$ cat config.mk
export PLATFORM = sky130hd
export DESIGN_NAME = emc_config_regs
export DESIGN_NICKNAME = d
export VERILOG_FILES = /design/src/pkg/emc_pkg.sv /design/src/verilog/emc_sync.sv /design/src/verilog/emc_energy_gauge.sv /design/src/verilog/emc_config_regs.sv
export SDC_FILE = /design/constraint.sdc
export NUM_CORES = 1
export LEC_CHECK = 0
export BUFFER_PORTS_ARGS = -buffer_cell sky130_fd_sc_hd__buf_2
export CAP_MARGIN = 20
export CORE_UTILIZATION = 31
export DETAILED_ROUTE_END_ITERATION = 10
export GPL_ROUTABILITY_DRIVEN = 0
export REMOVE_ABC_BUFFERS = 1
export SETUP_SLACK_MARGIN = 0.4
export SLEW_MARGIN = 20
export SYNTH_ARGS = -nofsm -noshare
export SYNTH_HDL_FRONTEND = slang
export SYNTH_SLANG_ARGS = --single-unit
$ cat constraint.sdc
create_clock -name clk_i -period 3.9 [get_ports clk_i]
set_clock_uncertainty 0.05 [all_clocks]
set_input_delay 0.195 -clock clk_i [delete_from_list [all_inputs] [get_ports clk_i]]
set_output_delay 0.195 -clock clk_i [all_outputs]
set_load 0.03 [all_outputs]
$ cat src/pkg/emc_pkg.sv
// Constants shared by the energy-manager configuration register bank.
// Assumes a byte-wide register port driven by a serial front end on the same clock.
// What this block does
// - Storage limit bit selects 9.9 or 11.0 V.
// - Battery low-threshold codes 000-100 map 2.4-3.2 V.
// - Charge current codes 000-011 map 2-16 mA.
// - Code 100 is 50 mA; 101-111 are undefined.
// - Early-warning codes 0000-1001 map 2.4-4.8 V.
// - Warning bit 4 enables early-warning detection.
// - Input bit 4 sets pulse output high impedance in standby and active.
// - Profile index joins register 7 and 8 bits.
// - Profile zero means fixed mode, else optimized.
// - Margin codes map 3.41 to 5.91 V target.
// - Energy value spans registers 1 to 4, MSB first.
// - Energy value clears when a charge cycle begins.
// - Actual storage code updates in charge, active only.
// - Target code loads when charge state begins.
// - Storage codes follow the five-bit voltage ladder.
package emc_pkg;

    // ****************************************************************
    // Register offsets
    // ****************************************************************
    localparam logic [7:0] EMC_OFS_ENERGY_3     = 8'h01;
    localparam logic [7:0] EMC_OFS_ENERGY_2     = 8'h02;
    localparam logic [7:0] EMC_OFS_ENERGY_1     = 8'h03;
    localparam logic [7:0] EMC_OFS_ENERGY_0     = 8'h04;
    localparam logic [7:0] EMC_OFS_STORE_NOW    = 8'h05;
    localparam logic [7:0] EMC_OFS_TARGET       = 8'h06;
    localparam logic [7:0] EMC_OFS_PROFILE_HIGH = 8'h07;
    localparam logic [7:0] EMC_OFS_MODE_COMMAND = 8'h08;
    localparam logic [7:0] EMC_OFS_INPUT_CFG    = 8'h0a;
    localparam logic [7:0] EMC_OFS_WARNING_CFG  = 8'h0b;
    localparam logic [7:0] EMC_OFS_LIMIT_CFG    = 8'h0c;
    localparam logic [7:0] EMC_OFS_MARGIN_CFG   = 8'h0d;

    // ****************************************************************
    // Field positions
    // ****************************************************************
    localparam int EMC_LIMIT_BIT    = 4;
    localparam int EMC_VMIN_LSB     = 0;
    localparam int EMC_HIZ_BIT      = 4;
    localparam int EMC_ICH_LSB      = 5;
    localparam int EMC_EW_LSB       = 0;
    localparam int EMC_EW_EN_BIT    = 4;
    localparam int EMC_PROF_HI_LSB  = 0;
    localparam int EMC_PROF_LO_LSB  = 4;
    localparam int EMC_MARGIN_LSB   = 0;

    // ****************************************************************
    // Values after reset
    // ****************************************************************
    localparam logic       EMC_RST_LIMIT   = 1'b0;
    localparam logic [2:0] EMC_RST_VMIN    = 3'h0;
    localparam logic       EMC_RST_HIZ     = 1'b0;
    localparam logic [2:0] EMC_RST_ICH     = 3'h2;
    localparam logic [3:0] EMC_RST_EW      = 4'h0;
    localparam logic       EMC_RST_EW_EN   = 1'b0;
    localparam logic [5:0] EMC_RST_PROFILE = 6'h00;
    localparam logic [1:0] EMC_RST_MARGIN  = 2'h3;
    localparam logic [4:0] EMC_RST_LEVEL   = 5'h00;

    // ****************************************************************
    // Code limits
    // ****************************************************************
    localparam logic [2:0] EMC_ICH_EMERGENCY = 3'h4;
    localparam logic [2:0] EMC_VMIN_LAST     = 3'h4;
    localparam logic [3:0] EMC_EW_LAST       = 4'h9;

endpackage

$ cat src/verilog/emc_sync.sv
// Two-stage synchroniser for a bus of slowly changing levels.
// Assumes the source holds each code stable for several clock cycles.
`timescale 1ns/1ps
module emc_sync #(
    parameter int WIDTH = 5
) (
    input  wire logic             clk_i,
    input  wire logic             rst_i,
    input  wire logic             ce_i,
    input  wire logic [WIDTH-1:0] async_i,
    output logic      [WIDTH-1:0] sync_o
);
    logic [WIDTH-1:0] meta_q;

    for (genvar b = 0; b < WIDTH; b++) begin : g_bit
        always_ff @(posedge clk_i or posedge rst_i) begin
            if (rst_i) begin
                meta_q[b] <= 1'b0;
                sync_o[b] <= 1'b0;
            end else if (ce_i) begin
                meta_q[b] <= async_i[b];
                sync_o[b] <= meta_q[b];
            end
        end
    end
endmodule

$ cat src/verilog/emc_energy_gauge.sv
// Energy accumulator behind the fuel gauge registers.
// Assumes add requests and charge-start pulses come from logic on the same clock.
`timescale 1ns/1ps
module emc_energy_gauge #(
    parameter int WIDTH     = 32,
    parameter int ADD_WIDTH = 16
) (
    input  wire logic                 clk_i,
    input  wire logic                 rst_i,
    input  wire logic                 ce_i,
    input  wire logic                 clear_i,
    input  wire logic                 add_i,
    input  wire logic [ADD_WIDTH-1:0] amount_i,
    output logic      [WIDTH-1:0]     total_o
);
    logic [WIDTH:0] sum;

    assign sum = {1'b0, total_o} + {{(WIDTH + 1 - ADD_WIDTH){1'b0}}, amount_i};

    // Saturating so a long discharge never wraps to a small reading.
    always_ff @(posedge clk_i or posedge rst_i) begin
        if (rst_i) begin
            total_o <= '0;
        end else if (ce_i) begin
            if (clear_i) begin
                total_o <= '0;
            end else if (add_i) begin
                total_o <= sum[WIDTH] ? '1 : sum[WIDTH-1:0];
            end
        end
    end
endmodule

$ cat src/verilog/emc_config_regs.sv
// Configuration and read-back register bank of the energy manager.
// Assumes a serial front end on clk_i that issues one-cycle byte reads and writes,
// a state sequencer on clk_i, and an asynchronous storage-level code from the converter.
`timescale 1ns/1ps
module emc_config_regs
    import emc_pkg::*;
#(
    parameter int ADD_WIDTH = 16
) (
    input  wire logic                 clk_i,
    input  wire logic                 rst_i,
    input  wire logic                 ce_i,
    input  wire logic [7:0]           reg_addr_i,
    input  wire logic [7:0]           reg_wdata_i,
    input  wire logic                 reg_wr_i,
    input  wire logic                 reg_rd_i,
    output logic      [7:0]           reg_rdata_o,
    output logic                      reg_rvalid_o,
    input  wire logic                 charge_start_i,
    input  wire logic                 in_charge_i,
    input  wire logic                 in_active_i,
    input  wire logic                 in_standby_i,
    input  wire logic                 energy_add_i,
    input  wire logic [ADD_WIDTH-1:0] energy_amount_i,
    input  wire logic [4:0]           store_level_async_i,
    input  wire logic [4:0]           target_level_i,
    output logic                      limit_high_o,
    output logic      [15:0]          limit_mv_o,
    output logic      [2:0]           vmin_code_o,
    output logic      [15:0]          vmin_mv_o,
    output logic      [2:0]           ich_code_o,
    output logic      [15:0]          ich_ma_x10_o,
    output logic                      ich_undefined_o,
    output logic      [3:0]           ew_code_o,
    output logic      [15:0]          ew_mv_o,
    output logic                      ew_enable_o,
    output logic                      pulse_out_hiz_o,
    output logic                      pulse_out_to_battery_o,
    output logic      [5:0]           profile_index_o,
    output logic                      fixed_mode_o,
    output logic      [1:0]           margin_code_o,
    output logic      [15:0]          margin_mv_o,
    output logic      [15:0]          store_now_mv_o,
    output logic      [15:0]          target_mv_o
);

    // ****************************************************************
    // Write-only configuration fields
    // ****************************************************************
    logic       limit_q;
    logic [2:0] vmin_q;
    logic       hiz_q;
    logic [2:0] ich_q;
    logic [3:0] ew_q;
    logic       ew_en_q;
    logic [1:0] prof_hi_q;
    logic [3:0] prof_lo_q;
    logic [1:0] margin_q;

    logic wr;
    assign wr = ce_i && reg_wr_i;

    // Fields keep their value until rewritten; only reset restores defaults.
    always_ff @(posedge clk_i or posedge rst_i) begin
        if (rst_i) begin
            limit_q <= EMC_RST_LIMIT;
        end else if (wr && reg_addr_i == EMC_OFS_LIMIT_CFG) begin
            limit_q <= reg_wdata_i[EMC_LIMIT_BIT];
        end
    end

    always_ff @(posedge clk_i or posedge rst_i) begin
        if (rst_i) begin
            vmin_q <= EMC_RST_VMIN;
            hiz_q  <= EMC_RST_HIZ;
            ich_q  <= EMC_RST_ICH;
        end else if (wr && reg_addr_i == EMC_OFS_INPUT_CFG) begin
            vmin_q <= reg_wdata_i[EMC_VMIN_LSB +: 3];
            hiz_q  <= reg_wdata_i[EMC_HIZ_BIT];
            ich_q  <= reg_wdata_i[EMC_ICH_LSB +: 3];
        end
    end

    always_ff @(posedge clk_i or posedge rst_i) begin
        if (rst_i) begin
            ew_q    <= EMC_RST_EW;
            ew_en_q <= EMC_RST_EW_EN;
        end else if (wr && reg_addr_i == EMC_OFS_WARNING_CFG) begin
            ew_q    <= reg_wdata_i[EMC_EW_LSB +: 4];
            ew_en_q <= reg_wdata_i[EMC_EW_EN_BIT];
        end
    end

    always_ff @(posedge clk_i or posedge rst_i) begin
        if (rst_i) begin
            prof_hi_q <= EMC_RST_PROFILE[5:4];
        end else if (wr && reg_addr_i == EMC_OFS_PROFILE_HIGH) begin
            prof_hi_q <= reg_wdata_i[EMC_PROF_HI_LSB +: 2];
        end
    end

    // The low nibble of the command register carries mode commands handled elsewhere.
    always_ff @(posedge clk_i or posedge rst_i) begin
        if (rst_i) begin
            prof_lo_q <= EMC_RST_PROFILE[3:0];
        end else if (wr && reg_addr_i == EMC_OFS_MODE_COMMAND) begin
            prof_lo_q <= reg_wdata_i[EMC_PROF_LO_LSB +: 4];
        end
    end

    always_ff @(posedge clk_i or posedge rst_i) begin
        if (rst_i) begin
            margin_q <= EMC_RST_MARGIN;
        end else if (wr && reg_addr_i == EMC_OFS_MARGIN_CFG) begin
            margin_q <= reg_wdata_i[EMC_MARGIN_LSB +: 2];
        end
    end

    // ****************************************************************
    // Field decode
    // ****************************************************************
    assign limit_high_o    = limit_q;
    assign vmin_code_o     = vmin_q;
    assign ich_code_o      = ich_q;
    assign ew_code_o       = ew_q;
    assign ew_enable_o     = ew_en_q;
    assign margin_code_o   = margin_q;
    assign profile_index_o = {prof_hi_q, prof_lo_q};
    assign fixed_mode_o    = (profile_index_o == 6'h00);
    assign ich_undefined_o = (ich_q > EMC_ICH_EMERGENCY);

    // High impedance applies only in standby and active; with the bit clear there the pin follows the battery, elsewhere neither output is set.
    assign pulse_out_hiz_o        = hiz_q && (in_standby_i || in_active_i);
    assign pulse_out_to_battery_o = !hiz_q && (in_standby_i || in_active_i);

    always_comb begin
        limit_mv_o = limit_q ? 16'h2af8 : 16'h26ac;
    end

    always_comb begin
        unique case (vmin_q)
            3'h0:    vmin_mv_o = 16'h0960;
            3'h1:    vmin_mv_o = 16'h0a28;
            3'h2:    vmin_mv_o = 16'h0af0;
            3'h3:    vmin_mv_o = 16'h0bb8;
            3'h4:    vmin_mv_o = 16'h0c80;
            default: vmin_mv_o = 16'h0000;
        endcase
    end

    // Undefined current codes report zero so the converter can refuse them.
    always_comb begin
        unique case (ich_q)
            3'h0:    ich_ma_x10_o = 16'h0014;
            3'h1:    ich_ma_x10_o = 16'h0028;
            3'h2:    ich_ma_x10_o = 16'h0050;
            3'h3:    ich_ma_x10_o = 16'h00a0;
            3'h4:    ich_ma_x10_o = 16'h01f4;
            default: ich_ma_x10_o = 16'h0000;
        endcase
    end

    always_comb begin
        unique case (ew_q)
            4'h0:    ew_mv_o = 16'h0960;
            4'h1:    ew_mv_o = 16'h0a28;
            4'h2:    ew_mv_o = 16'h0af0;
            4'h3:    ew_mv_o = 16'h0bb8;
            4'h4:    ew_mv_o = 16'h0c80;
            4'h5:    ew_mv_o = 16'h0d48;
            4'h6:    ew_mv_o = 16'h0e10;
            4'h7:    ew_mv_o = 16'h0fa0;
            4'h8:    ew_mv_o = 16'h1130;
            4'h9:    ew_mv_o = 16'h12c0;
            default: ew_mv_o = 16'h0000;
        endcase
    end

    always_comb begin
        unique case (margin_q)
            2'h0: margin_mv_o = 16'h0d52;
            2'h1: margin_mv_o = 16'h1126;
            2'h2: margin_mv_o = 16'h145a;
            2'h3: margin_mv_o = 16'h1716;
        endcase
    end

    // ****************************************************************
    // Storage-level codes
    // ****************************************************************
    logic [4:0] level_sync;
    logic [4:0] store_now_q;
    logic [4:0] target_q;

    emc_sync #(
        .WIDTH (5)
    ) u_level_sync (
        .clk_i   (clk_i),
        .rst_i   (rst_i),
        .ce_i    (ce_i),
        .async_i (store_level_async_i),
        .sync_o  (level_sync)
    );

    // Standby leakage is deliberately not tracked, so the code may read high after a long idle.
    always_ff @(posedge clk_i or posedge rst_i) begin
        if (rst_i) begin
            store_now_q <= EMC_RST_LEVEL;
        end else if (ce_i && (in_charge_i || in_active_i)) begin
            store_now_q <= level_sync;
        end
    end

    always_ff @(posedge clk_i or posedge rst_i) begin
        if (rst_i) begin
            target_q <= EMC_RST_LEVEL;
        end else if (ce_i && charge_start_i) begin
            target_q <= target_level_i;
        end
    end

    // Millivolts of each storage code, indexed by the code itself.
    localparam logic [15:0] LADDER_MV [32] = '{
        16'h0578,
        16'h05e6,
        16'h0708,
        16'h088e,
        16'h0960,
        16'h0a28,
        16'h0ae6,
        16'h0bc2,
        16'h0c80,
        16'h0d52,
        16'h0e1a,
        16'h0f96,
        16'h1126,
        16'h12c0,
        16'h145a,
        16'h15d6,
        16'h1716,
        16'h1784,
        16'h1900,
        16'h1996,
        16'h1a90,
        16'h1be4,
        16'h1c3e,
        16'h1e00,
        16'h1ffe,
        16'h21ca,
        16'h238c,
        16'h253a,
        16'h26b6,
        16'h285a,
        16'h29c2,
        16'h2b3e
    };

    assign store_now_mv_o = LADDER_MV[store_now_q];
    assign target_mv_o    = LADDER_MV[target_q];

    // ****************************************************************
    // Fuel gauge
    // ****************************************************************
    logic [31:0] energy_total;
    logic [31:0] energy_snap_q;

    emc_energy_gauge #(
        .WIDTH     (32),
        .ADD_WIDTH (ADD_WIDTH)
    ) u_gauge (
        .clk_i    (clk_i),
        .rst_i    (rst_i),
        .ce_i     (ce_i),
        .clear_i  (charge_start_i),
        .add_i    (energy_add_i),
        .amount_i (energy_amount_i),
        .total_o  (energy_total)
    );

    // Reading the top byte freezes the lower three so a multi-byte read is never torn.
    always_ff @(posedge clk_i or posedge rst_i) begin
        if (rst_i) begin
            energy_snap_q <= '0;
        end else if (ce_i && reg_rd_i && reg_addr_i == EMC_OFS_ENERGY_3) begin
            energy_snap_q <= energy_total;
        end
    end

    // ****************************************************************
    // Read port
    // ****************************************************************
    logic [7:0] rdata_d;

    always_comb begin
        unique case (reg_addr_i)
            EMC_OFS_ENERGY_3:  rdata_d = energy_total[31:24];
            EMC_OFS_ENERGY_2:  rdata_d = energy_snap_q[23:16];
            EMC_OFS_ENERGY_1:  rdata_d = energy_snap_q[15:8];
            EMC_OFS_ENERGY_0:  rdata_d = energy_snap_q[7:0];
            EMC_OFS_STORE_NOW: rdata_d = {3'h0, store_now_q};
            EMC_OFS_TARGET:    rdata_d = {3'h0, target_q};
            default:           rdata_d = 8'h00;
        endcase
    end

    always_ff @(posedge clk_i or posedge rst_i) begin
        if (rst_i) begin
            reg_rdata_o  <= 8'h00;
            reg_rvalid_o <= 1'b0;
        end else if (ce_i) begin
            reg_rvalid_o <= reg_rd_i;
            if (reg_rd_i) begin
                reg_rdata_o <= rdata_d;
            end
        end
    end

endmodule

== Word level (Yosys, flattened, before mapping) ==
Memories as Yosys holds them, arrays and structs flattened.
Index checks and enable logic that the tools add are counted.
Operators by class
  add/sub/neg operators: 1
  magnitude comparators: 3
  equal/unequal tests: 23
  muxes and demuxes: 12
  bitwise operators: 2
  reductions and logical operators: 23
Operator list (count)
  two-way mux 32 bit: 3
  two-way mux 16 bit: 4
  one-hot mux 16 bit (4 select lines): 1
  one-hot mux 12 bit (5 select lines): 1
  one-hot mux 8 bit (6 select lines): 1
  one-hot mux 9 bit (5 select lines): 1
  == test 8 x 4 -> 1 bit (second input constant): 5
  adder 32 x 16 -> 33 bit: 1
  == test 8 x 3 -> 1 bit (second input constant): 4
  == test 8 x 2 -> 1 bit (second input constant): 2
  logical AND 1 bit: 13
  == test 3 x 2 -> 1 bit (second input constant): 4
  greater-or-equal comparator 6 bit (second input constant): 2
  two-way mux 12 bit: 1
  inverter 5 -> 6 bit: 2
  == test 8 x 1 -> 1 bit (second input constant): 1
  == test 3 x 1 -> 1 bit (second input constant): 2
  == test 3 bit (second input constant): 2
  zero test 3 bit: 2
  zero test 6 bit: 1
  == test 2 bit (second input constant): 2
  AND reduction 2 bit: 2
  greater-than comparator 3 bit (second input constant): 1
  == test 2 x 1 -> 1 bit (second input constant): 1
  4 further kinds: 5
Storage, ports and cells
  flip-flop bits (word level): 106
  memory bits (read-only): 1184
  input bits: 52
  logic and storage cells: 92
  memories kept: 3
Memory list
  (name not given): depth 32, width 16, rd ports 1, clocked after Yosys merged registers in 0, wr ports 0, line emc_config_regs.sv:259  | assign target_mv_o = LADDER_MV[target_q];
  (name not given): depth 32, width 16, rd ports 1, clocked after Yosys merged registers in 0, wr ports 0, line emc_config_regs.sv:258  | assign store_now_mv_o = LADDER_MV[store_now_q];
  (name not given): depth 16, width 10, rd ports 1, clocked after Yosys merged registers in 0, wr ports 0, line emc_config_regs.sv:164  | unique case (ew_q)

== Longest topological paths before layout ==
Gate-level depths: netlist of the first run.
  depth after elaboration: 4
  mapped depth: 9

== By module ==
From an unflattened synthesis of the first run, not the netlist that was laid out.
Unflattened totals
  cells, all modules: 853
  area total of the unflattened synthesis: 7741.2 um^2
Modules (own cells, without submodules)
  emc_config_regs: instances 1, cells each 543, area an instance 4943.5 um^2, sequential area each 1605.3 um^2
  emc_energy_gauge: instances 1, cells each 288, area an instance 2382.3 um^2, sequential area each 800.8 um^2
  emc_sync: instances 1, cells each 22, area an instance 415.4 um^2, sequential area each 250.2 um^2

== Least setup slack after synthesis of the first run ==
OpenSTA, ideal clock, no wires.
  kind: reg-to-reg
  start point: reg u_gauge.total_o[0]
  end point: reg u_gauge.total_o[14]
  setup time: 0.126 ns
  arrival: 2.304 ns
  slack: 1.420 ns
  cell stages (with the launch flop): 9
  clock period less this slack: 2.480 ns
  cells stage by stage: dfrtp_1 ha_1 fa_1 a21o_2 a221oi_4 o221a_2 mux2i_1 nor4b_1 a221o_1
Between the ends
  cells in the longest elaborated chain, start to end: 4
RTL lines
  start, declared: line emc_energy_gauge.sv:14  | output logic [WIDTH-1:0] total_o
  start signal, assigned: line emc_energy_gauge.sv:28  | total_o <= sum[WIDTH] ? '1 : sum[WIDTH-1:0];
  adder 32 x 16 -> 33 bit: line emc_energy_gauge.sv:18  | assign sum = {1'b0, total_o} + {{(WIDTH + 1 - ADD_WIDTH){1'b0}}, amount_i};
  two-way mux 32 bit: line emc_energy_gauge.sv:28
  two-way mux 32 bit: line emc_energy_gauge.sv:27  | end else if (add_i) begin
  two-way mux 32 bit: line emc_energy_gauge.sv:25  | if (clear_i) begin
No other way between the ends. The select of a mux whose other input is x is not followed.
A chain may end at the register's enable or synchronous reset.

== Worst setup path after layout of the first run ==
  start point: reg u_gauge.total_o[1]
  end point: reg u_gauge.total_o[17]
Same word-level chain as after synthesis.

==> impl_metrics.tcl, run 1 <==
set metrics [dict create \
    synth_top_cell_by_area "dfrtp_1" \
    slowest_delay_ns 0.66 \
    die_y_um 161.6 \
    use_met3 0.02465 \
    cts_max_path_buffers 2 \
    startpoint "u_gauge.total_o[1]$_DFFE_PP0P_" \
    die_area_um2 26100 \
    grt_use_met1 0.2202 \
    synthMostInstantiatedCell "dfrtp_1" \
    crit_path_cell_trace "ha_1, a211o_1, a21oi_1, o21ai_1, a32oi_1, o22ai_1, o2bb2ai_1" \
    placementRows 58 \
    crit_type "reg2reg" \
    r2r_cells 7 \
    synth_top_area_frac 0.3266 \
    path_depth 7 \
    antenna_found_initial 0 \
    diodes 0 \
    nFillCells 2599 \
    outcome "finished, final reports clean" \
    routedWlPerCell_um 15.96 \
    grt_max_degree 43 \
    worstSetupStartpointType "flop" \
    synth_mux_area_frac 0.1059 \
    max_cap_viol_count 0 \
    finalSetupTns_ns 0 \
    rsz0062_at_grt "no" \
    r2r_end "u_gauge.total_o[17]$_DFFE_PP0P_" \
    grt_pass1_wl_um 33060 \
    hold_viol 0 \
    synth-xor-area-share 0.01443 \
    synth_area_um2 7891 \
    p_sw_frac 0.4138 \
    instances_no_fill 1320 \
    syn_inst 876 \
    p_sw_mw 1.552 \
    placed_area_um2 8683 \
    grt_use_met2 0.2531 \
    period_minus_slack_ns 2.851 \
    drc 0 \
    hold_class "in2reg" \
    synth.area.top_cells "dfrtp_1 33%, mux2_2 9.1%, ha_1 6.3%" \
    multiInputGateArea_um2 4672 \
    clkPwrFrac 0.253 \
    fin_total_pwr_mw 3.751 \
    path_buf_inv 0 \
    clock-sinks 106 \
    final_area_um2 8997 \
    p_leak_nw 4.325 \
    ys_warn_count 0 \
    grt_overflow_total 0 \
    cts-root-buf "clkbuf_16" \
    core_region_area_um2 25110 \
    hpwl_um 15670 \
    layout_worst_path_cycle_share 0.7310 \
    synth_compound_area_frac 0.2283 \
    grt_usage 0.1591 \
    synth-simple-area-share 0.1560 \
    p_int_mw 2.199 \
    drt-total-wl_um 21060 \
    post_cts_buffers 0 \
    regArea_um2 2658 \
    final_core_util 0.3583 \
    nNetsFinal 1078 \
    p_per_area_nw_per_um2 416.9 \
    cp_slowest_cell "a32oi_1" \
    worstPathMaxFanout 8 \
    drive_gt1_frac 0.2778 \
    critPathCaptureType "flop" \
    dp_slack_ns 1.093 \
    cts_tree "done" \
    initial_utilization 0.3143 \
    synth_top_family_by_area "compound AO/OA/AOI/OAI gates" \
    reg2reg_setup_slack_ns 1.05 \
    drtIter0Drc 549 \
    slew_violations 0 \
    peakVddDrop_mv 0.2680 \
    drtPass1Iterations 5 \
    cts_made_buffers 9 \
    fin_ws_ns 1.049 \
    maxSlewHeadroom 0.2950 \
    cts_htree_levels 3 \
    max_freq_mhz 350.8 \
    synth-edff-count 0 \
    synth_cell_types 82 \
    finalSetupViolCount 0 \
    endpoint "u_gauge.total_o[17]$_DFFE_PP0P_" \
    die_x_um 161.6 \
    yosys.area_share.adder 0.06596 \
    ys_top_cells_by_count "103 x dfrtp_1, 87 x nand2_1, 64 x mux2_2" \
    clock_latency_ns 0.35 \
    rr_startpoint "u_gauge.total_o[1]$_DFFE_PP0P_" \
    ys_seq_area_frac 0.3366 \
    grt_pass1_vias 6068 \
    dp_cells 1303 \
    crit_required_ns 4.09 \
    num_io_pins 197 \
    io_buffer_count 151 \
    viasPerCell 5.179 \
    area_growth_pct 14.02 \
    syn_area_per_cell_um2 9.008 \
    vias 6836 \
    seqPwrFrac 0.354 \
    timing.hold.ws_ns 0.02352 \
    async_reset_ff_frac 1.000 \
    path_clk_slew_ns 0.07 \
    max_slew.worst_pin.slew_ns 1.057 \
    combPwrFrac 0.393 \
    drtAntennaViolNets 0 \
    busiest_layer "met2" \
    yosys_most_used_dff "dfrtp_1" \
    ys_ff_latch 106 \
    crit_family "compound AO/OA/AOI/OAI gates" \
    worst_ep_arrival_time_ns 3.04 \
]
==> routing by layer <==
layer	share of wire	routed length [um]	up-vias
met5	0	0	-
met4	0.024	515	0
met3	0.047	992	32
met2	0.47	9991	226
met1	0.45	9565	3256
li1	-	-	3322
==> what timing repair did <==
action | 4_1_cts | 5_1_grt
hold endpoints to repair | 40 | 0
hold buffers | 1 | 0
resized for setup | 0 | 0
==> power by group through the flow <==
stage	sequential, mW	clock, mW	combinational (mW)
2_1_floorplan	1.33	0	1.09
3_3_place_gp	1.35	0	1.46
3_5_place_dp	1.35	0	1.47
4_1_cts	1.33	0.981	1.47
5_1_grt	1.35	1.02	1.61
6_report	1.33	0.947	1.48
==> flip-flops by register name (all words and copies together), names as in the netlist <==
signal               count
u_gauge.total_o         32
energy_snap_q           24
reg_rdata_o              8
store_now_q              5
target_q                 5
u_level_sync.meta_q      5
u_level_sync.sync_o      5
ew_code_o                4
prof_lo_q                4
ich_code_o               3
vmin_code_o              3
margin_code_o            2
prof_hi_q                2
ew_enable_o              1
hiz_q                    1
limit_high_o             1
reg_rvalid_o             1
==> cells in the final DEF, fill, tap and decap left out, types with 4 or more instances in the layout <==
cell and count:
conb_1 45, or4_1 5, dfrtp_1 102, nand2b_1 6, o21ai_0 51, nand3_1 16, a211o_1 5, a221o_1 4
and3_1 7, nor2_1 58, xnor2_1 10, or2_2 4, a31oi_1 11, o211ai_1 14, inv_1 29, o311ai_0 9
nor2b_1 8, o21bai_1 5, o221a_2 4, o21a_1 4, mux2_2 64, a21oi_1 53, or3_1 7, a211oi_1 9
a21o_1 14, nor3_1 13, nand4_1 8, buf_4 9, a311oi_1 4, ha_1 40, and2_1 6, buf_2 151
clkbuf_16 9, nand2_1 87, mux2i_1 7, nand3b_1 6, a22oi_1 24
==> how the worst min path moves through the flow <==
| stage | startpoint | to | slack (ns) | depth (start not counted) |
|---|---|---|---|---|
| after floorplan | ce_i | reg_rvalid_o$_DFFE_PP0P_ | 0.25 | 1 |
| after global placement | rst_i | energy_snap_q[15]$_DFFE_PP0P_ | 0.24 | 2 |
| after detailed placement | rst_i | energy_snap_q[15]$_DFFE_PP0P_ | 0.25 | 2 |
| after CTS | store_level_async_i[4] | u_level_sync.meta_q[4]$_DFFE_PP0P_ | 0.01 | 2 |
| after global routing | store_level_async_i[2] | u_level_sync.meta_q[2]$_DFFE_PP0P_ | 0.008 | 2 |
| final | reg_wdata_i[3] | ew_code_o[3]$_DFFE_PP0P_ | 0.02 | 2 |
==> final cells by class <==
| cell class | count | share of cell area |
|---|---|---|
| clock inverters | 6 | 0.008205 |
| multi-input cells | 676 | 0.5193 |
| inverters | 31 | 0.01321 |
| well taps | 330 | 0.04589 |
| repair buffers | 161 | 0.09262 |
| clock buffers | 10 | 0.02545 |
| flip-flops and latches | 106 | 0.2954 |
==> logic make-up after synthesis <==
logic type	count (synthesis)
adders and majority gates	41
DFF	106
xor gates and xnor gates	13
muxes	73
other	2
buffers and inverters	137
AOI/OAI and AO/OA	257
and+or+nand+nor	247
==> worst register-to-register path, stage by stage, from the launching register on <==
cell       delay, ns
dfrtp_1         0.43
ha_1            0.30
a211o_1         0.34
a21oi_1         0.42
o21ai_1         0.19
a32oi_1         0.66
o22ai_1         0.19
o2bb2ai_1       0.17
Note: power is estimated with default switching activity, not from simulation.
==> run 2, diff against run 1 <==
ABC_AREA = 1   (was unset)
clock period = 2.5 ns   (was 3.9 ns; I/O delays follow)
==> impl_metrics.tcl, run 2 <==
set metrics [dict create \
    outcome "finished, final reports clean" \
    synth-edff-count 0 \
    viasPerCell 4.754 \
    crit_top_cell "nand2_2" \
    finalSetupViolCount 0 \
    holdPathStages 3 \
    path_depth 15 \
    cts_max_path_buffers 2 \
    synth.area.top_cells "dfrtp_1 32%, nand2_1 16%, inv_1 7.1%" \
    grt_usage 0.1802 \
    diodes 0 \
    dp_cells 1635 \
    slew_violations 0 \
    largest_register_ffs 32 \
    die_x_um 162.7 \
    initial_utilization 0.3170 \
    nFillCells 2604 \
    grt_pass1_wl_um 37970 \
    final_common_cell "nand2_1" \
    hold_viol 0 \
    vias 8106 \
    max_slew.worst_pin.slew_ns 0.6811 \
    layout_worst_path_cycle_share 0.8790 \
    slowest_delay_ns 0.41 \
    instances_no_fill 1705 \
    hold_class "in2reg" \
    met1_length_um 11390 \
    yosys_most_used_dff "dfrtp_1" \
    async_reset_ff_frac 1.000 \
    r2r_end "u_gauge.total_o[14]$_DFFE_PP0P_" \
    crit_type "reg2reg" \
    routedWlPerCell_um 14.28 \
    ys_ff_latch 106 \
    p_per_area_nw_per_um2 569.4 \
    cts_tree "done" \
    drc 0 \
    r2r_cells 15 \
    whs_endpoint "margin_code_o[0]$_DFFE_PP1P_" \
    highest_layer "met4" \
    synth_top_area_frac 0.3219 \
    placementRows 58 \
    crit_required_ns 2.70 \
    ys_seq_area_frac 0.3318 \
    num_io_pins 197 \
    drive_gt1_frac 0.2567 \
    rr_startpoint "u_gauge.total_o[0]$_DFFE_PP0P_" \
    core_region_area_um2 25250 \
    cp_slowest_cell "dfrtp_1" \
    die_area_um2 26470 \
    cts_htree_levels 3 \
    hpwl_um 17710 \
    drtPass1Iterations 5 \
    worstPathMaxFanout 8 \
    path_clk_slew_ns 0.08 \
    clock-sinks 106 \
    rsz0062_at_grt "yes" \
    reg2reg_setup_slack_ns 0.30 \
    reg_top3 "u_gauge.total_o (32), energy_snap_q (24), reg_rdata_o (8)" \
    wl_met3_um 1389 \
    path_buf_inv 2 \
    cts-root-buf "clkbuf_16" \
    synth_top_cell_by_area "dfrtp_1" \
    area_growth_pct 28.32 \
    ys_top_cells_by_count "349 x nand2_1, 152 x inv_1, 103 x dfrtp_1" \
    die_y_um 162.7 \
    nNetsFinal 1463 \
    max_cap_viol_count 0 \
    hold_start "reg_wdata_i[0]" \
    drtIter0Drc 840 \
    antenna_found_initial 0 \
    crit_path_cell_trace "ha_2, fa_2, nand2_2, nand2_2, and2_4, nand2_2, nand2_2, nand3_2, nand2_4, nand2_8, buf_12, buf_12, nand2_2, nand2_1, o21ai_1" \
    drtAntennaViolNets 0 \
    top_register "u_gauge.total_o" \
    grt_overflow_total 0 \
    max_freq_mhz 455.1 \
    worstSetupStartpointType "flop" \
    syn_area_per_cell_um2 6.826 \
    synthMostInstantiatedCell "nand2_1" \
    peakVddDrop_mv 0.3664 \
    final_area_um2 10270 \
    grt_pass1_vias 7288 \
    synth_cell_types 50 \
    wl_met2_um 11270 \
    worst_ep_arrival_time_ns 2.40 \
    drt-total-wl_um 24340 \
    p_leak_nw 5.423 \
    period_minus_slack_ns 2.198 \
    placed_area_um2 9025 \
    synth_area_um2 8006 \
    io_buffer_count 151 \
    maxSlewHeadroom 0.5459 \
    cts_made_buffers 9 \
    critPathCaptureType "flop" \
    syn_inst 1173 \
    crit_family "simple AND/OR/NAND/NOR gates" \
    ys_warn_count 0 \
    final_cell_mix "332 x nand2_1, 139 x inv_1, 135 x buf_2" \
    clock_latency_ns 0.36 \
    grt_max_degree 50 \
]
## run 2: cell types whose count changed in the layout (fill, tap and decap cells not counted), moves of 16 or more
cell and delta:
inv_1 +110, a22oi_1 -21, nand2_2 +19, o21ai_0 +16, nor2_1 +36, nand2_1 +245, nand3_2 +17, nand3_1 +27
mux2_2 -55, o21ai_1 +32, buf_4 +46, buf_2 -16
## run 2: timing repair
item                                   CTS  global route
setup endpoints to repair               49            53
endpoints found under the hold margin   61             0
resized for setup                       56            98
pin swaps                               19            33
hold buffers                            15             0
buffers inserted                        26            10
gates cloned                             3             0
## run 2: kinds of logic after synthesis
group / synth area share
compound gates: 0.1389
xor+xnor: 0.01422
fa+ha+maj: 0.06501
buf+inv: 0.1411
flops: 0.3318
mux: 0.01266
other cells: 0.0009380
simple gates: 0.2954
## run 2: worst max path at each step
stage	from	endpoint	slack [ns]
5_1_grt	u_gauge.total_o[0]$_DFFE_PP0P_	u_gauge.total_o[12]$_DFFE_PP0P_	0.20
4_1_cts	store_now_q[0]$_DFFE_PP0P_	store_now_mv_o[9]	0.33
6_report	u_gauge.total_o[0]$_DFFE_PP0P_	u_gauge.total_o[14]$_DFFE_PP0P_	0.30
3_3_place_gp	u_gauge.total_o[0]$_DFFE_PP0P_	u_gauge.total_o[29]$_DFFE_PP0P_	0.22
3_5_place_dp	u_gauge.total_o[0]$_DFFE_PP0P_	u_gauge.total_o[10]$_DFFE_PP0P_	0.16
2_1_floorplan	rst_i	energy_snap_q[0]$_DFFE_PP0P_	-0.46
## run 2: worst min-delay path, delay by kind of cell
kind	cells	cell delay (ns)
AO/OA/AOI/OAI	1	0.10
buffers and inverters	2	0.19
## run 2: area by class of cell
type / count / area [um2] / area share
clock buffers: 10 / 239.0 / 0.02326
clock inverters: 6 / 60.06 / 0.005846
inverters: 156 / 609.3 / 0.05931
multi-input cells: 869 / 4723 / 0.4597
flip-flops and latches: 106 / 2660 / 0.2589
well taps: 330 / 412.9 / 0.04019
repair buffers: 227 / 1564 / 0.1522
repair inverters: 1 / 5.005 / 0.0004872
## run 2: metrics by stage
stage / total power [mW] / hold WS [ns] / setup TNS [ns] / setup WS (ns) / util
2_1_floorplan: 3.336 / 0.1823 / -47.27 / -0.4589 / -
3_3_place_gp: 3.936 / 0.2353 / 0 / 0.2168 / 0.3574
3_5_place_dp: 3.944 / 0.2444 / 0 / 0.1569 / 0.3574
4_1_cts: 5.610 / 0.005033 / 0 / 0.3334 / 0.3916
5_1_grt: 6.197 / 0.008817 / 0 / 0.1994 / 0.4068
6_report: 5.850 / 0.006426 / 0 / 0.3025 / 0.4068
## run 2: power breakdown
part / switching (mW) / total (mW) / internal [mW]
registers: 0.0919 / 1.91 / 1.82
logic: 1.57 / 2.45 / 0.875
clock network: 0.756 / 1.49 / 0.738
## run 2: routing by layer
layer | track usage | vias to the layer above
met1 | 0.2551 | 3715
met2 | 0.2905 | 307
met5 | 0 | -
li1 | - | 4059
met3 | 0.02190 | 25
met4 | 0.04248 | 0
==> run 3, diff against run 2 <==
CELL_PAD_IN_SITES_DETAIL_PLACEMENT = 1   (was unset)
CELL_PAD_IN_SITES_GLOBAL_PLACEMENT = 1   (was unset)
PLACE_DENSITY_LB_ADDON = 0.1   (was unset)
==> impl_metrics.tcl, run 3 (synthesis gave the netlist of run 2 again) <==
set metrics [dict create \
    peakVddDrop_mv 0.2884 \
    vias 8067 \
    wl_met3_um 1036 \
    clock-sinks 106 \
    cts_max_path_buffers 2 \
    slowest_delay_ns 0.41 \
    critPathCaptureType "flop" \
    drtPass1Iterations 4 \
    reg_top3 "u_gauge.total_o (32), energy_snap_q (24), reg_rdata_o (8)" \
    crit_family "simple AND/OR/NAND/NOR gates" \
    cts_made_buffers 9 \
    crit_required_ns 2.68 \
    drt-total-wl_um 27080 \
    holdPathStages 3 \
    grt_max_degree 54 \
    routedWlPerCell_um 15.83 \
    diodes 0 \
    max_cap_viol_count 0 \
    dp_slack_ns 0.1690 \
    crit_path_cell_trace "ha_4, fa_2, nand2_2, nand2_2, and2_4, nand2_2, nand2_2, nand3_2, nand2_2, nand2_4, buf_12, buf_12, nand2_2, nand2_2, o21ai_1" \
    die_area_um2 26470 \
    outcome "finished, final reports clean" \
    wl_met2_um 13140 \
    placementRows 58 \
    p_leak_nw 5.449 \
    dp_cells 1635 \
    finalSetupViolCount 0 \
    worstSetupStartpointType "flop" \
    area_growth_pct 29.29 \
    worstPathMaxFanout 7 \
    max_slew.worst_pin.slew_ns 0.7375 \
    max_freq_mhz 458.7 \
    worst_ep_arrival_time_ns 2.36 \
    path_depth 15 \
    cts_tree "done" \
    cp_slowest_cell "dfrtp_1" \
    p_per_area_nw_per_um2 567.9 \
    final_cell_mix "326 x nand2_1, 140 x inv_1, 139 x buf_2" \
    num_io_pins 197 \
    fin_total_pwr_mw 5.878 \
    hold_viol 0 \
    crit_type "reg2reg" \
    grt_overflow_total 0 \
    drive_gt1_frac 0.2672 \
    final_common_cell "nand2_1" \
    period_minus_slack_ns 2.180 \
    io_buffer_count 151 \
    crit_top_cell "nand2_2" \
    top_register "u_gauge.total_o" \
    largest_register_ffs 32 \
    slew_violations 0 \
    grt_usage 0.2061 \
    initial_utilization 0.3170 \
    drc 0 \
    drtIter0Drc 324 \
    layout_worst_path_cycle_share 0.8721 \
    path_clk_slew_ns 0.08 \
    met1_length_um 12700 \
    viasPerCell 4.715 \
    die_x_um 162.7 \
    rsz0062_at_grt "yes" \
    die_y_um 162.7 \
    cts-root-buf "clkbuf_16" \
    final_core_util 0.4099 \
    r2r_cells 15 \
    cts_htree_levels 3 \
    drtAntennaViolNets 0 \
    fin_ws_ns 0.3198 \
    antenna_found_initial 0 \
    grt_pass1_wl_um 42930 \
    highest_layer "met4" \
    instances_no_fill 1711 \
    path_buf_inv 2 \
    nNetsFinal 1469 \
    hold_class "in2reg" \
    hpwl_um 20630 \
    clock_latency_ns 0.36 \
    maxSlewHeadroom 0.5083 \
    grt_pass1_vias 8012 \
    core_region_area_um2 25250 \
]
## run 3: worst register-to-register path: cells and delay by family (launching register included)
| family | cells | cell delay (ns) |
|---|---|---|
| AO/OA/AOI/OAI | 1 | 0.07 |
| adder cells (fa/ha/maj) | 2 | 0.51 |
| buffers and inverters | 2 | 0.24 |
| AND/OR/NAND/NOR | 10 | 0.79 |
| flip-flops | 1 | 0.41 |
## run 3: final cells by class
class	count	area (um2)
inverter	156	610.6
clock buffer	12	256.5
clock inverter	4	50.05
sequential	106	2663
fill	3243	14900
tap	330	412.9
timing repair inverter	1	7.507
timing repair buffer	234	1594
multi-input combinational	868	4757
## run 3: timing repair
item	4_1_cts	5_1_grt
resized for setup	59	98
setup buffers	15	27
pin swaps	17	23
cloned	1	1
hold buffers	16	0
endpoints found under the hold margin	65	0
setup endpoints to repair	55	54
## run 3: path summary, 6_finish.rpt
kind,slack [ns],startpoint,to
min reg2reg,0.43,reg_rdata_o[5]$_DFFE_PP0P_,reg_rdata_o[5]$_DFFE_PP0P_
min in group asynchronous,0.41,rst_i,ich_code_o[0]$_DFFE_PP0P_
min,0.03,reg_wdata_i[0],margin_code_o[0]$_DFFE_PP1P_
max in group asynchronous,1.34,rst_i,u_level_sync.sync_o[2]$_DFFE_PP0P_
max,0.32,u_gauge.total_o[0]$_DFFE_PP0P_,u_gauge.total_o[14]$_DFFE_PP0P_
max reg2reg,0.32,u_gauge.total_o[0]$_DFFE_PP0P_,u_gauge.total_o[14]$_DFFE_PP0P_
## run 3: metrics by stage
step | hold slack (ns) | TNS, ns | cell area (um2)
floorplan | 0.1823 | -47.27 | 7624
global placement | 0.2656 | 0 | 9027
detailed placement | 0.2650 | 0 | 9027
CTS | 0.02581 | 0 | 9802
global route | 0.06283 | 0 | 10350
finish | 0.02826 | 0 | 10350
## run 3: metal layers
metal	GRT usage	up-vias
met5	0	-
met4	0.03993	0
met3	0.02470	17
met2	0.3516	171
met1	0.2795	3818
li1	-	4061
## run 3: where the power goes
group / internal (mW) / switching, mW
Sequential: 1.82 / 0.106
Combinational: 0.888 / 1.57
Clock: 0.832 / 0.662
